==> config.mk <==
export PLATFORM = sky130hd
export DESIGN_NAME = wsw_core
export DESIGN_NICKNAME = d
export VERILOG_FILES = /design/src/pkg/wsw_pkg.sv /design/src/hdl/wsw_core.sv
export SDC_FILE = /design/constraint.sdc
export NUM_CORES = 1
export LEC_CHECK = 0
export BUFFER_PORTS_ARGS = -buffer_cell sky130_fd_sc_hd__buf_4
export CAP_MARGIN = 40
export CORE_MARGIN = 2
export CORE_UTILIZATION = 55
export CTS_BUF_LIST = sky130_fd_sc_hd__clkbuf_16
export CTS_CLUSTER_DIAMETER = 120
export CTS_CLUSTER_SIZE = 14
export DETAILED_ROUTE_END_ITERATION = 8
export PLACE_DENSITY = 0.84
export SLEW_MARGIN = 20
export SYNTH_ARGS = -nofsm -noshare
export SYNTH_HDL_FRONTEND = slang
export SYNTH_SLANG_ARGS = --single-unit
==> constraint.sdc <==
create_clock -name sys_clk_i -period 6.6 [get_ports sys_clk_i]
set_input_delay 0.33 -clock sys_clk_i [delete_from_list [all_inputs] [get_ports sys_clk_i]]
set_output_delay 0.33 -clock sys_clk_i [all_outputs]
set_load 0.01 [all_outputs]
==> src/pkg/wsw_pkg.sv <==
// Purpose: shared constants and types of the watchdog and sleep controller
// Assumes: 40 MHz system clock, 32-bit Avalon-MM register port
// Notes: byte address of the prescale register is four times its index
package wsw_pkg;

   // ----------------------------------------------------------------
   // register map
   // ----------------------------------------------------------------
   localparam int ADDR_W = 12;
   localparam logic [7:0] OPT_IDX = 8'h81;
   localparam logic [ADDR_W-1:0] OPT_ADDR = {2'h0, OPT_IDX, 2'h0};
   localparam logic [ADDR_W-1:0] FLAG_ADDR = 12'h000;
   localparam logic [ADDR_W-1:0] EVT_ADDR = 12'h004;
   localparam logic [ADDR_W-1:0] MASK_ADDR = 12'h008;
   localparam logic [ADDR_W-1:0] INFO_ADDR = 12'h00C;

   // ----------------------------------------------------------------
   // field layouts and reset values
   // ----------------------------------------------------------------
   localparam logic [7:0] OPT_RESET = 8'hFF;
   localparam int OPT_ASSIGN_BIT = 3;
   localparam int OPT_PS_LSB = 0;
   localparam int OPT_PS_W = 3;
   localparam int FLAG_POWERDOWN_BIT = 0;
   localparam int FLAG_TO_BIT = 1;
   localparam int EV_WDT_RST = 0;
   localparam int EV_WDT_WAKE = 1;
   localparam int EV_INT_WAKE = 2;
   localparam int EV_MASTER_CLR = 3;
   localparam int EV_W = 4;
   localparam logic [EV_W-1:0] EV_RESET = 4'h0;

   // ----------------------------------------------------------------
   // program counter values
   // ----------------------------------------------------------------
   localparam int PC_W = 13;
   localparam logic [PC_W-1:0] INT_VECTOR = 13'h0004;
   localparam logic [PC_W-1:0] PC_STEP = 13'h0001;

   // ----------------------------------------------------------------
   // timing
   // ----------------------------------------------------------------
   localparam int CLK_PERIOD_NS = 25;
   localparam int WARMUP_CYCLES = 1024;
   localparam int RST_HOLD_NS = 400;
   localparam int RST_HOLD_CYC = (RST_HOLD_NS + CLK_PERIOD_NS - 1) / CLK_PERIOD_NS;
   localparam int TMR_W = 11;

   // ----------------------------------------------------------------
   // power state machine
   // ----------------------------------------------------------------
   typedef enum logic [3:0] {
      ST_RUN = 4'h1,
      ST_SLEEP = 4'h2,
      ST_WARMUP = 4'h4,
      ST_RST = 4'h8
   } wsw_state_t;

endpackage

==> src/hdl/wsw_core.sv <==
// Purpose: watchdog timer, shared prescaler and power-down control
// Assumes: pins and the RC oscillator arrive asynchronous to sys_clk_i
// Notes: sys_clk_i stands in for the main oscillator; core clock is gated
//
// Behaviour
// - watchdog counts ticks of its own RC oscillator, not the main clock.
// - time-out while running gives a full device reset, cause recorded.
// - time-out during power-down wakes the core at the next instruction.
// - a watchdog time-out outside the crystal start-up wait clears the active-low time-out flag.
// - cleared enable fuse disables the watchdog permanently.
// - one prescaler serves watchdog or timer, chosen by prescale register.
// - clear or sleep instruction clears watchdog and its assigned postscaler.
// - clear instruction clears the prescaler count only while assigned to the watchdog, never its assignment.
// - sleep clears watchdog, clears power-down flag, sets time-out flag.
// - pins are frozen in their last state during power-down.
// - wake on master clear, watchdog time-out, or interrupt sources.
// - master clear in power-down resets; other wakes continue execution.
// - power-down flag set at power-up, cleared by the sleep instruction.
// - listed peripheral interrupts may wake the device.
// - interrupt entry pushes only the return program counter.
// - crystal modes wait 1024 oscillator cycles after a watchdog or interrupt wake-up.
// - interrupt wake with global enable loads the interrupt vector.
`timescale 1ns/1ps
module wsw_core #(
   parameter int WDT_BASE_TICKS = 256,
   parameter int PERIPH_N = 6
) (
   // clock and reset
   input wire logic sys_clk_i,
   input wire logic reset_n_i,
   // avalon-mm slave
   input wire logic [wsw_pkg::ADDR_W-1:0] avs_address_i,
   input wire logic avs_read_i,
   input wire logic avs_write_i,
   input wire logic [31:0] avs_writedata_i,
   input wire logic [3:0] avs_byteenable_i,
   output logic [31:0] avs_readdata_o,
   output logic avs_waitrequest_o,
   // pins and straps
   input wire logic master_clear_n_i,
   input wire logic wdt_rc_osc_i,
   input wire logic ext_int_i,
   input wire logic portb_change_i,
   input wire logic [PERIPH_N-1:0] periph_wake_i,
   input wire logic watchdog_enable_fuse_i,
   input wire logic crystal_mode_i,
   // core side
   input wire logic watchdog_clear_instruction_i,
   input wire logic sleep_instruction_i,
   input wire logic global_interrupt_enable_i,
   input wire logic [wsw_pkg::PC_W-1:0] pc_i,
   input wire logic timer0_tick_i,
   output logic timer0_inc_o,
   output logic core_reset_o,
   output logic core_clock_run_o,
   output logic osc_driver_on_o,
   output logic io_hold_o,
   output logic resume_o,
   output logic vector_load_o,
   output logic [wsw_pkg::PC_W-1:0] vector_addr_o,
   output logic stack_push_o,
   output logic [wsw_pkg::PC_W-1:0] stack_data_o,
   output logic timeout_flag_n_o,
   output logic powerdown_flag_n_o,
   output logic irq_o
);

   localparam int CNT_W = $clog2(WDT_BASE_TICKS);
   localparam int SYN_N = PERIPH_N + 4;
   localparam logic [CNT_W-1:0] CNT_LAST = CNT_W'(WDT_BASE_TICKS - 1);
   localparam logic [wsw_pkg::TMR_W-1:0] WARMUP_LAST = wsw_pkg::TMR_W'(wsw_pkg::WARMUP_CYCLES - 1);
   localparam logic [wsw_pkg::TMR_W-1:0] HOLD_LAST = wsw_pkg::TMR_W'(wsw_pkg::RST_HOLD_CYC - 1);

   // refuse settings the counters cannot serve
   generate
      if (WDT_BASE_TICKS < 2 || PERIPH_N < 1) begin : g_bad_param
         $error("wsw_core: WDT_BASE_TICKS must be at least 2, PERIPH_N at least 1");
      end
   endgenerate

   // ----------------------------------------------------------------
   // pin synchronisers
   // ----------------------------------------------------------------
   logic [SYN_N-1:0] pin_raw;
   logic [SYN_N-1:0] sync1_r;
   logic [SYN_N-1:0] sync2_r;
   logic rc_prev_r;
   logic master_clear_n;
   logic rc_tick;
   logic int_wake;

   assign pin_raw = {periph_wake_i, portb_change_i, ext_int_i, wdt_rc_osc_i, master_clear_n_i};

   // two flops per pin before any logic looks at it
   genvar gi;
   generate
      for (gi = 0; gi < SYN_N; gi++) begin : g_sync
         always_ff @(posedge sys_clk_i) begin
            if (!reset_n_i) begin
               sync1_r[gi] <= 1'b0;
               sync2_r[gi] <= 1'b0;
            end else begin
               sync1_r[gi] <= pin_raw[gi];
               sync2_r[gi] <= sync1_r[gi];
            end
         end
      end
   endgenerate

   // rising edge of the watchdog rc oscillator
   always_ff @(posedge sys_clk_i) begin
      if (!reset_n_i) begin
         rc_prev_r <= 1'b0;
      end else begin
         rc_prev_r <= sync2_r[1];
      end
   end

   assign master_clear_n = sync2_r[0];
   assign rc_tick = sync2_r[1] & ~rc_prev_r;
   assign int_wake = |sync2_r[SYN_N-1:2];

   // ----------------------------------------------------------------
   // straps caught once after reset release
   // ----------------------------------------------------------------
   logic strap_done_r;
   logic fuse_r;
   logic crystal_r;

   always_ff @(posedge sys_clk_i) begin
      if (!reset_n_i) begin
         strap_done_r <= 1'b0;
         fuse_r <= 1'b0;
         crystal_r <= 1'b0;
      end else if (!strap_done_r) begin
         strap_done_r <= 1'b1;
         fuse_r <= watchdog_enable_fuse_i;
         crystal_r <= crystal_mode_i;
      end
   end

   // ----------------------------------------------------------------
   // register bus
   // ----------------------------------------------------------------
   logic wait_r;
   logic req;
   logic acc;
   logic wr_acc;
   logic [7:0] opt_r;
   logic [wsw_pkg::EV_W-1:0] evt_r;
   logic [wsw_pkg::EV_W-1:0] mask_r;
   logic [wsw_pkg::EV_W-1:0] evt_set;
   logic [wsw_pkg::EV_W-1:0] evt_clr;
   logic to_n_r;
   logic pdown_n_r;
   wsw_pkg::wsw_state_t state_r;
   wsw_pkg::wsw_state_t state_nxt;

   assign req = avs_read_i | avs_write_i;
   assign acc = req & ~wait_r; // request completes on this edge
   assign wr_acc = acc & avs_write_i & avs_byteenable_i[0];

   // one wait cycle, then the answer
   always_ff @(posedge sys_clk_i) begin
      if (!reset_n_i) begin
         wait_r <= 1'b1;
      end else begin
         wait_r <= ~(req & wait_r);
      end
   end

   // read data prepared on the edge that drops waitrequest
   always_ff @(posedge sys_clk_i) begin
      if (!reset_n_i) begin
         avs_readdata_o <= 32'h0000_0000;
      end else if (avs_read_i && wait_r) begin
         if (avs_address_i == wsw_pkg::FLAG_ADDR) begin
            avs_readdata_o <= 32'({to_n_r, pdown_n_r});
         end else if (avs_address_i == wsw_pkg::EVT_ADDR) begin
            avs_readdata_o <= 32'(evt_r);
         end else if (avs_address_i == wsw_pkg::MASK_ADDR) begin
            avs_readdata_o <= 32'(mask_r);
         end else if (avs_address_i == wsw_pkg::INFO_ADDR) begin
            avs_readdata_o <= 32'({crystal_r, fuse_r, state_r});
         end else if (avs_address_i == wsw_pkg::OPT_ADDR) begin
            avs_readdata_o <= 32'(opt_r);
         end else begin
            avs_readdata_o <= 32'h0000_0000;
         end
      end
   end

   // prescale register; assignment changes only by software write
   always_ff @(posedge sys_clk_i) begin
      if (!reset_n_i) begin
         opt_r <= wsw_pkg::OPT_RESET;
      end else if (wr_acc && avs_address_i == wsw_pkg::OPT_ADDR) begin
         opt_r <= avs_writedata_i[7:0];
      end
   end

   // interrupt mask
   always_ff @(posedge sys_clk_i) begin
      if (!reset_n_i) begin
         mask_r <= wsw_pkg::EV_RESET;
      end else if (wr_acc && avs_address_i == wsw_pkg::MASK_ADDR) begin
         mask_r <= avs_writedata_i[wsw_pkg::EV_W-1:0];
      end
   end

   assign evt_clr = (wr_acc && avs_address_i == wsw_pkg::EVT_ADDR) ?
                    avs_writedata_i[wsw_pkg::EV_W-1:0] : wsw_pkg::EV_RESET;

   // sticky events, a new event beats a write-one clear
   always_ff @(posedge sys_clk_i) begin
      if (!reset_n_i) begin
         evt_r <= wsw_pkg::EV_RESET;
         irq_o <= 1'b0;
      end else begin
         evt_r <= (evt_r & ~evt_clr) | evt_set;
         irq_o <= |(evt_r & mask_r);
      end
   end

   assign avs_waitrequest_o = wait_r;

   // ----------------------------------------------------------------
   // watchdog counter and shared prescaler
   // ----------------------------------------------------------------
   logic presc_wdt;
   logic [wsw_pkg::OPT_PS_W-1:0] ps;
   logic [CNT_W-1:0] wdt_cnt_r;
   logic [7:0] presc_r;
   logic [8:0] ratio;
   logic presc_last;
   logic presc_in;
   logic base_to;
   logic wdt_clr;
   logic wdt_to;

   assign presc_wdt = opt_r[wsw_pkg::OPT_ASSIGN_BIT];
   assign ps = opt_r[wsw_pkg::OPT_PS_LSB +: wsw_pkg::OPT_PS_W];
   // postscaler 1:2^ps on the watchdog, 1:2^(ps+1) on the timer
   assign ratio = presc_wdt ? (9'h001 << ps) : (9'h002 << ps);
   assign presc_last = presc_r == 8'(ratio - 9'h001);
   assign wdt_clr = watchdog_clear_instruction_i | sleep_instruction_i |
                    ~fuse_r | (state_r == wsw_pkg::ST_RST);
   assign base_to = rc_tick & (wdt_cnt_r == CNT_LAST);
   assign presc_in = presc_wdt ? base_to : timer0_tick_i;
   // no time-out at all with the fuse cleared
   assign wdt_to = fuse_r & ~wdt_clr & base_to & (~presc_wdt | presc_last);

   // base count of rc oscillator ticks
   always_ff @(posedge sys_clk_i) begin
      if (!reset_n_i) begin
         wdt_cnt_r <= '0;
      end else if (wdt_clr) begin
         wdt_cnt_r <= '0;
      end else if (rc_tick) begin
         wdt_cnt_r <= base_to ? '0 : wdt_cnt_r + 1'b1;
      end
   end

   // prescaler count; cleared with the watchdog only when assigned to it
   always_ff @(posedge sys_clk_i) begin
      if (!reset_n_i) begin
         presc_r <= 8'h00;
      end else if (presc_wdt && wdt_clr) begin
         presc_r <= 8'h00;
      end else if (presc_in) begin
         presc_r <= presc_last ? 8'h00 : presc_r + 8'h01;
      end
   end

   // timer increment, after the prescaler only while it is assigned to the timer
   always_ff @(posedge sys_clk_i) begin
      if (!reset_n_i) begin
         timer0_inc_o <= 1'b0;
      end else begin
         timer0_inc_o <= presc_wdt ? timer0_tick_i : (timer0_tick_i & presc_last);
      end
   end

   // ----------------------------------------------------------------
   // power state machine
   // ----------------------------------------------------------------
   logic [wsw_pkg::TMR_W-1:0] tmr_r;
   logic wake_int_r;
   logic resume;

   always_comb begin
      state_nxt = state_r;
      evt_set = wsw_pkg::EV_RESET;
      resume = 1'b0;
      case (state_r)
         wsw_pkg::ST_RUN: begin
            if (!master_clear_n) begin
               state_nxt = wsw_pkg::ST_RST;
               evt_set[wsw_pkg::EV_MASTER_CLR] = 1'b1;
            end else if (wdt_to) begin
               state_nxt = wsw_pkg::ST_RST;
               evt_set[wsw_pkg::EV_WDT_RST] = 1'b1;
            end else if (sleep_instruction_i) begin
               state_nxt = wsw_pkg::ST_SLEEP;
            end
         end
         wsw_pkg::ST_SLEEP: begin
            if (!master_clear_n) begin
               state_nxt = wsw_pkg::ST_RST;
               evt_set[wsw_pkg::EV_MASTER_CLR] = 1'b1;
            end else if (wdt_to || int_wake) begin
               state_nxt = crystal_r ? wsw_pkg::ST_WARMUP : wsw_pkg::ST_RUN;
               resume = ~crystal_r;
               evt_set[wsw_pkg::EV_WDT_WAKE] = wdt_to;
               evt_set[wsw_pkg::EV_INT_WAKE] = ~wdt_to;
            end
         end
         wsw_pkg::ST_WARMUP: begin
            if (!master_clear_n) begin
               state_nxt = wsw_pkg::ST_RST;
               evt_set[wsw_pkg::EV_MASTER_CLR] = 1'b1;
            end else if (tmr_r == WARMUP_LAST) begin
               state_nxt = wsw_pkg::ST_RUN;
               resume = 1'b1;
            end
         end
         wsw_pkg::ST_RST: begin
            if (master_clear_n && tmr_r == HOLD_LAST) begin
               state_nxt = wsw_pkg::ST_RUN;
            end
         end
         default: begin
            state_nxt = wsw_pkg::ST_RST;
         end
      endcase
   end

   // state register; power-up starts in reset hold
   always_ff @(posedge sys_clk_i) begin
      if (!reset_n_i) begin
         state_r <= wsw_pkg::ST_RST;
      end else begin
         state_r <= state_nxt;
      end
   end

   // start-up and reset hold timer, restarts on each state change
   always_ff @(posedge sys_clk_i) begin
      if (!reset_n_i) begin
         tmr_r <= '0;
      end else if (state_nxt != state_r || !master_clear_n) begin
         tmr_r <= '0;
      end else if (tmr_r != WARMUP_LAST) begin
         tmr_r <= tmr_r + 1'b1;
      end
   end

   // remembers whether an interrupt caused the wake
   always_ff @(posedge sys_clk_i) begin
      if (!reset_n_i) begin
         wake_int_r <= 1'b0;
      end else if (state_r == wsw_pkg::ST_SLEEP && state_nxt != state_r) begin
         wake_int_r <= ~wdt_to & int_wake;
      end
   end

   // ----------------------------------------------------------------
   // status flags
   // ----------------------------------------------------------------
   always_ff @(posedge sys_clk_i) begin
      if (!reset_n_i) begin
         to_n_r <= 1'b1;
         pdown_n_r <= 1'b1;
      end else if (wdt_to && state_r != wsw_pkg::ST_WARMUP) begin
         to_n_r <= 1'b0;
      end else if (state_r == wsw_pkg::ST_RUN && master_clear_n && sleep_instruction_i) begin
         to_n_r <= 1'b1;
         pdown_n_r <= 1'b0;
      end else if (state_r == wsw_pkg::ST_RUN && watchdog_clear_instruction_i) begin
         to_n_r <= 1'b1;
         pdown_n_r <= 1'b1;
      end
   end

   // ----------------------------------------------------------------
   // outputs to the core
   // ----------------------------------------------------------------
   always_ff @(posedge sys_clk_i) begin
      if (!reset_n_i) begin
         core_reset_o <= 1'b1;
         core_clock_run_o <= 1'b0;
         osc_driver_on_o <= 1'b1;
         io_hold_o <= 1'b0;
         timeout_flag_n_o <= 1'b1;
         powerdown_flag_n_o <= 1'b1;
      end else begin
         core_reset_o <= state_nxt == wsw_pkg::ST_RST;
         core_clock_run_o <= state_nxt == wsw_pkg::ST_RUN;
         osc_driver_on_o <= state_nxt != wsw_pkg::ST_SLEEP;
         io_hold_o <= state_nxt == wsw_pkg::ST_SLEEP ||
                      state_nxt == wsw_pkg::ST_WARMUP;
         timeout_flag_n_o <= to_n_r;
         powerdown_flag_n_o <= pdown_n_r;
      end
   end

   // resume pulse; interrupt wake with global enable enters the vector
   always_ff @(posedge sys_clk_i) begin
      if (!reset_n_i) begin
         resume_o <= 1'b0;
         vector_load_o <= 1'b0;
         vector_addr_o <= '0;
         stack_push_o <= 1'b0;
         stack_data_o <= '0;
      end else begin
         resume_o <= resume;
         vector_load_o <= resume & global_interrupt_enable_i &
                          (state_r == wsw_pkg::ST_WARMUP ? wake_int_r : ~wdt_to);
         stack_push_o <= resume & global_interrupt_enable_i &
                         (state_r == wsw_pkg::ST_WARMUP ? wake_int_r : ~wdt_to);
         vector_addr_o <= wsw_pkg::INT_VECTOR;
         stack_data_o <= pc_i + wsw_pkg::PC_STEP;
      end
   end

endmodule

======== Word-level counts from Yosys, hierarchy flattened ========
Cells that the tools add are included.
word-level totals
  output and inout port bits .............. 70
  logic and storage cells ................. 173
  input port bits ......................... 81
  register bits ........................... 143
operators by class
  mux-type cells .......................... 41
  bitwise gates (word level) .............. 32
  $add $sub $neg .......................... 5
  reduce and logical (&&, ||, !) cells .... 25
  equal/unequal tests ..................... 20
  shifts and indexed selects .............. 2
operators with widths
  operator                 count
  $mux W8                  8
  $mux W4                  9
  $eq A12 B4 Y1 const B    2
  $mux W1                  17
  $add A8 B1 Y8 const B    2
  $pmux W4 S4              1
  $add A13 B1 Y13 const B  1
  $and A1 B1 Y1            13
  $eq A12 B10 Y1 const B   1
  $eq A12 B3 Y1 const B    1
  $logic_not A12 Y1        1
  $add A11 B1 Y11 const B  1
  $eq A11 B10 Y1 const B   1
  $eq A11 B4 Y1 const B    1
  $logic_and A1 B1 Y1      11
  $ne A11 B10 Y1 const B   1
  $not A1 Y1               10
  $and A4 B4 Y4            2
  $eq A4 B1 Y1 const B     2
  $eq A4 B2 Y1 const B     2
  $eq A4 B3 Y1 const B     2
  $eq A4 B4 Y1 const B     2
  $eq A8 B8 Y1             1
  $eq A8 B8 Y1 const B     1
  21 further kinds         32

======== Logic depth before layout (Yosys ltp) ========
  depth after elaboration ................. 14
  depth in mapped cells ................... 15
  mapped depth without buffers ............ 13

======== Worst setup path before layout ========
OpenSTA, ideal clock, no wires.
  kind .................................... reg-to-reg
  start point ............................. register opt_r[0]
  end point ............................... register tmr_r[6] in the netlist's numbering
  path buffers ............................ 2
  stages on the path, launching flop included .. 15
  slack ................................... 3.819 ns
  library setup time ...................... 0.132 ns
  arrival time ............................ 2.649 ns
  required time ........................... 6.468 ns
  clock period less this slack ............ 2.781 ns
  path through ............................ dfxtp_1 inv_1 ha_1 buf_2 nor3b_2 inv_1 ha_1 o31a_2 xnor3_1 nor3_2 nand3_2 a21o_1 o2111ai_2 buf_6 a21oi_2
on the way
  cells in the longest elaborated chain, start to end .. 13
  elaborated cells between the ends (all ways) .. 16
  those cells by class .................... add/sub: 1; eq/ne: 2; shift: 2; mux: 6; bitwise: 2; reduce/logical: 3
ends and longest elaborated chain
  what                                            RTL line         source
  start: declaration                              wsw_core.sv:149  logic [7:0] opt_r;
  start signal: assignment                        wsw_core.sv:196  opt_r <= wsw_pkg::OPT_RESET;
  start signal: assignment                        wsw_core.sv:198  opt_r <= avs_writedata_i[7:0];
  $shl A2 B3 Y8 or $shl A1 B3 Y8 (tied branches)  wsw_core.sv:244  assign ratio = presc_wdt ? (9'h001 << ps) : (9'h002 << ps);
  $mux W8 (*)                                     wsw_core.sv:244
  $sub A8 B1 Y8 (*)                               wsw_core.sv:245  assign presc_last = presc_r == 8'(ratio - 9'h001);
  $eq A8 B8 Y1 (*)                                wsw_core.sv:245
  $or A1 B1 Y1 (*)                                wsw_core.sv:251  assign wdt_to = fuse_r & ~wdt_clr & base_to & (~presc_wdt | presc_last);
  $and A1 B1 Y1 (*)                               wsw_core.sv:251
  $logic_or A1 B1 Y1                              wsw_core.sv:311  end else if (wdt_to || int_wake) begin
  $mux W4                                         wsw_core.sv:311
  $mux W4                                         wsw_core.sv:308  if (!master_clear_n) begin
  $pmux W4 S4 (*)                                 wsw_core.sv:295  case (state_r)
  $ne A4 B4 Y1 (*)                                wsw_core.sv:351  end else if (state_nxt != state_r || !master_clear_n) begin
  $logic_or A1 B1 Y1 (*)                          wsw_core.sv:351
  $reduce_or A2 Y1 (no line) (*)                  --
  end signal: assignment                          wsw_core.sv:354  tmr_r <= tmr_r + 1'b1;
  end: declaration                                wsw_core.sv:287  logic [wsw_pkg::TMR_W-1:0] tmr_r;
Every way passes the cells marked *; elsewhere a longest branch is shown, timed or not.
A chain may end at the register's enable or synchronous reset.

======== Worst setup path after layout ========
  start point ............................. register opt_r[3]
  end point ............................... register tmr_r[1] in the netlist's numbering
on the way
  cells in the longest elaborated chain, start to end .. 12
  elaborated cells between the ends (all ways) .. 15
  those cells by class .................... add/sub: 1; eq/ne: 2; mux: 6; bitwise: 3; reduce/logical: 3
ends and longest elaborated chain
  what                            RTL line
  $mux W8                         wsw_core.sv:244
  $sub A8 B1 Y8                   wsw_core.sv:245
  $eq A8 B8 Y1                    wsw_core.sv:245
  $or A1 B1 Y1 (*)                wsw_core.sv:251
  $and A1 B1 Y1 (*)               wsw_core.sv:251
  $logic_or A1 B1 Y1              wsw_core.sv:311
  $mux W4                         wsw_core.sv:311
  $mux W4                         wsw_core.sv:308
  $pmux W4 S4 (*)                 wsw_core.sv:295
  $ne A4 B4 Y1 (*)                wsw_core.sv:351
  $logic_or A1 B1 Y1 (*)          wsw_core.sv:351
  $reduce_or A2 Y1 (no line) (*)  --
Marks and branches as above.

==> metrics.md <==
| Metric | Value |
|---|---|
| Slowest cell on crit path | o2111ai_2 |
| Clock Root Buffer | clkbuf_16 |
| Most frequent cells in the layout | dfxtp_1, buf_4, nor2_1 |
| Most used DFF post-synth | dfxtp_1 |
| Post-DP HPWL | 8060 um |
| Startpoint Class | register |
| Drt drc | 0 |
| Async S/R FF share, synth | 0 |
| Hold-fix buffers, CTS | 0 |
| Crit-path leading delay family | compound AO/OA/AOI/OAI gates |
| Commonest non-fill, non-tap cell in the layout | dfxtp_1 |
| Number of synthesized register bits | 106 |
| IO buf count | 87 |
| Fin. Hold Viols | 0 |
| Leak | 2.48 nW |
| RePlAce Congestion | 0.895 |
| Pin count of the biggest net entering global routing | 46 |
| Worst Path Buf+Inv | 1 |
| Setup crit end kind | register |
| Yosys warnings | 0 |
| Rows | 35 |
| Core area | 9110 um2 |
| Mapped Cells | 591 |
| Total wire length | 10700 um |
| Setup repair after global routing missed its margin | no |
| Crit path time final | 3640 ps |
| Drt wl/cell | 13.7 um |
| Final #Nets | 749 |
| Vias in the first global route | 3964 |
| DRT antenna net count | 0 |
| Syn Std Cell Area | 5110 um2 |
| Worst stage delay on the critical path | 660 ps |
| # setup viols final | 0 |
| Max VDD drop | 0.151 mV |
| Synth Area per Inst | 8.64 um2 |
| Sequential fraction of the synthesis area | 0.415 |
| Worst Path Arrival | 3830 ps |
| Clock skew | 11.4 ps |
| Die height | 100 um |
| H-tree lvl count | 3 |
| Tot Pwr | 1.26 mW |
| GRT overflow | 0 |
| CTS resizes | 0 |
| Worst-skew pair later-pin latency | 340 ps |
| Critical path's most frequent cell | ha_1 |
| Crit-path cells | ha_1, nor3b_2, inv_1, ha_1, o31a_2, xnor3_1, nor3_2, nand3_2, a21o_1, o2111ai_2, a21oi_1 |
| GR Util All Layers | 0.217 |
| DRT iter0 DRCs | 213 |
| Worst Path Required | 6790 ps |
| CTS tree | done |
| CTS clock-pin slew for the worst setup and hold paths | 80 ps |
| DIE AREA | 10100 um2 |
| Max_slew headroom | 0.435 |
| Count of pins over their slew limit | 0 |
| Total number of vias | 4146 |
| Horiz. Die Dim | 100 um |
| Pwr/cell area | 213 nW/um2 |
| Starting Density | 0.561 |
| Via/cell ratio | 5.34 |
| Post-synth EDFFs | 0 |
| Fin crit share | 0.551 |
| Synth unique cells | 71 |
| MaxCap Viol Count | 0 |
| Min-delay worst type | in2reg |
| Max clock buf depth | 2 |
| Fmax | 275 MHz |
| First-pass GRT wire length | 17900 um |
| Status | completed |
| Slew @ Worst Pin | 836 ps |
| Area grow syn2layout | 16.1% |
| WS Path Type | reg2reg |
| Max FO, Critical Path | 11 |
| # IOs | 151 |
| Num CTS Buffers | 9 |
| Layout cell share with drive strength beyond 1 | 0.200 |
| Post-CTS Setup Bufs | 0 |
| First-pass DRT Iterations | 5 |
| Diode count | 0 |
| Setup TNS | 0 ps |
| Clock sinks | 106 |
| Initial antenna violation count | 0 |
## per-layer routing
| layer | up-vias | track usage | wire length [um] |
|---|---|---|---|
| met5 | - | 0 | 0 |
| met3 | 9 | 0.0425 | 431 |
| li1 | 2080 | - | - |
| met1 | 1951 | 0.278 | 4600 |
| met4 | 0 | 0.0527 | 104 |
| met2 | 106 | 0.377 | 5540 |
## through the flow
stage	instances	area, um2	worst slack (ps)	util	hold WS, ps
floorplan	626	5240	3820	-	358
finish	777	5930	2960	0.651	151
global route	777	5930	2710	0.651	140
detailed placement	761	5650	2960	0.620	420
CTS	777	5930	2960	0.651	146
global placement	760	5620	3100	0.617	414
## worst paths after layout
path                            cells after the start       start         endpoint  slack [ps]
worst max register to register                     11    opt_r[3]         tmr_r[1]        2960
worst min register to register                      1  sync1_r[7]       sync2_r[7]         440
worst max-delay path                               11    opt_r[3]         tmr_r[1]        2960
worst min-delay path                                2     pc_i[0]  stack_data_o[0]         150
## report_power, final
group          switching [mW]  internal, mW  total, mW
registers             0.00709         0.653      0.660
logic                  0.0482        0.0444     0.0926
clock network           0.247         0.264      0.511
total                   0.302         0.961       1.26
## kinds of logic after synthesis
logic type | count (synthesis) | share of synthesized area
mux | 14 | 0.0284
flops | 106 | 0.415
other cells | 1 | 0.000734
fa+ha+maj | 7 | 0.0171
buf+inv | 78 | 0.0914
simple gates | 244 | 0.249
xor+xnor | 40 | 0.0713
compound gates | 101 | 0.126
## state kept, by name, indices dropped and copies added, names as in the netlist, 4 cells and up
name / flops
evt_r: 4
sync2_r: 9
mask_r: 4
presc_r: 8
opt_r: 8
wdt_cnt_r: 8
state_r: 4
avs_readdata_o: 8
sync1_r: 10
tmr_r: 11
stack_data_o: 13
## Yosys cell counts, types with 10 or more instances
cell	instances	area (um2)
and3_1	10	62.6
mux2i_1	10	100
nand3_1	25	125
and2_1	23	144
a21oi_1	37	185
dfxtp_1	106	2120
clkbuf_1	18	67.6
o21ai_0	18	90.1
nand2_1	48	180
buf_4	39	293
nor2_1	76	285
xnor2_1	17	149
xor2_1	22	193
inv_1	12	45.0
## area by class of cell
class | instances | area [um2]
sequential | 106 | 2120
timing repair buffer | 88 | 681
clock inverter | 7 | 58.8
tap | 111 | 139
clock buffer | 9 | 225
multi-input combinational | 442 | 2650
fill | 789 | 3180
inverter | 14 | 52.6
Note: power is estimated with default switching activity, not from simulation.
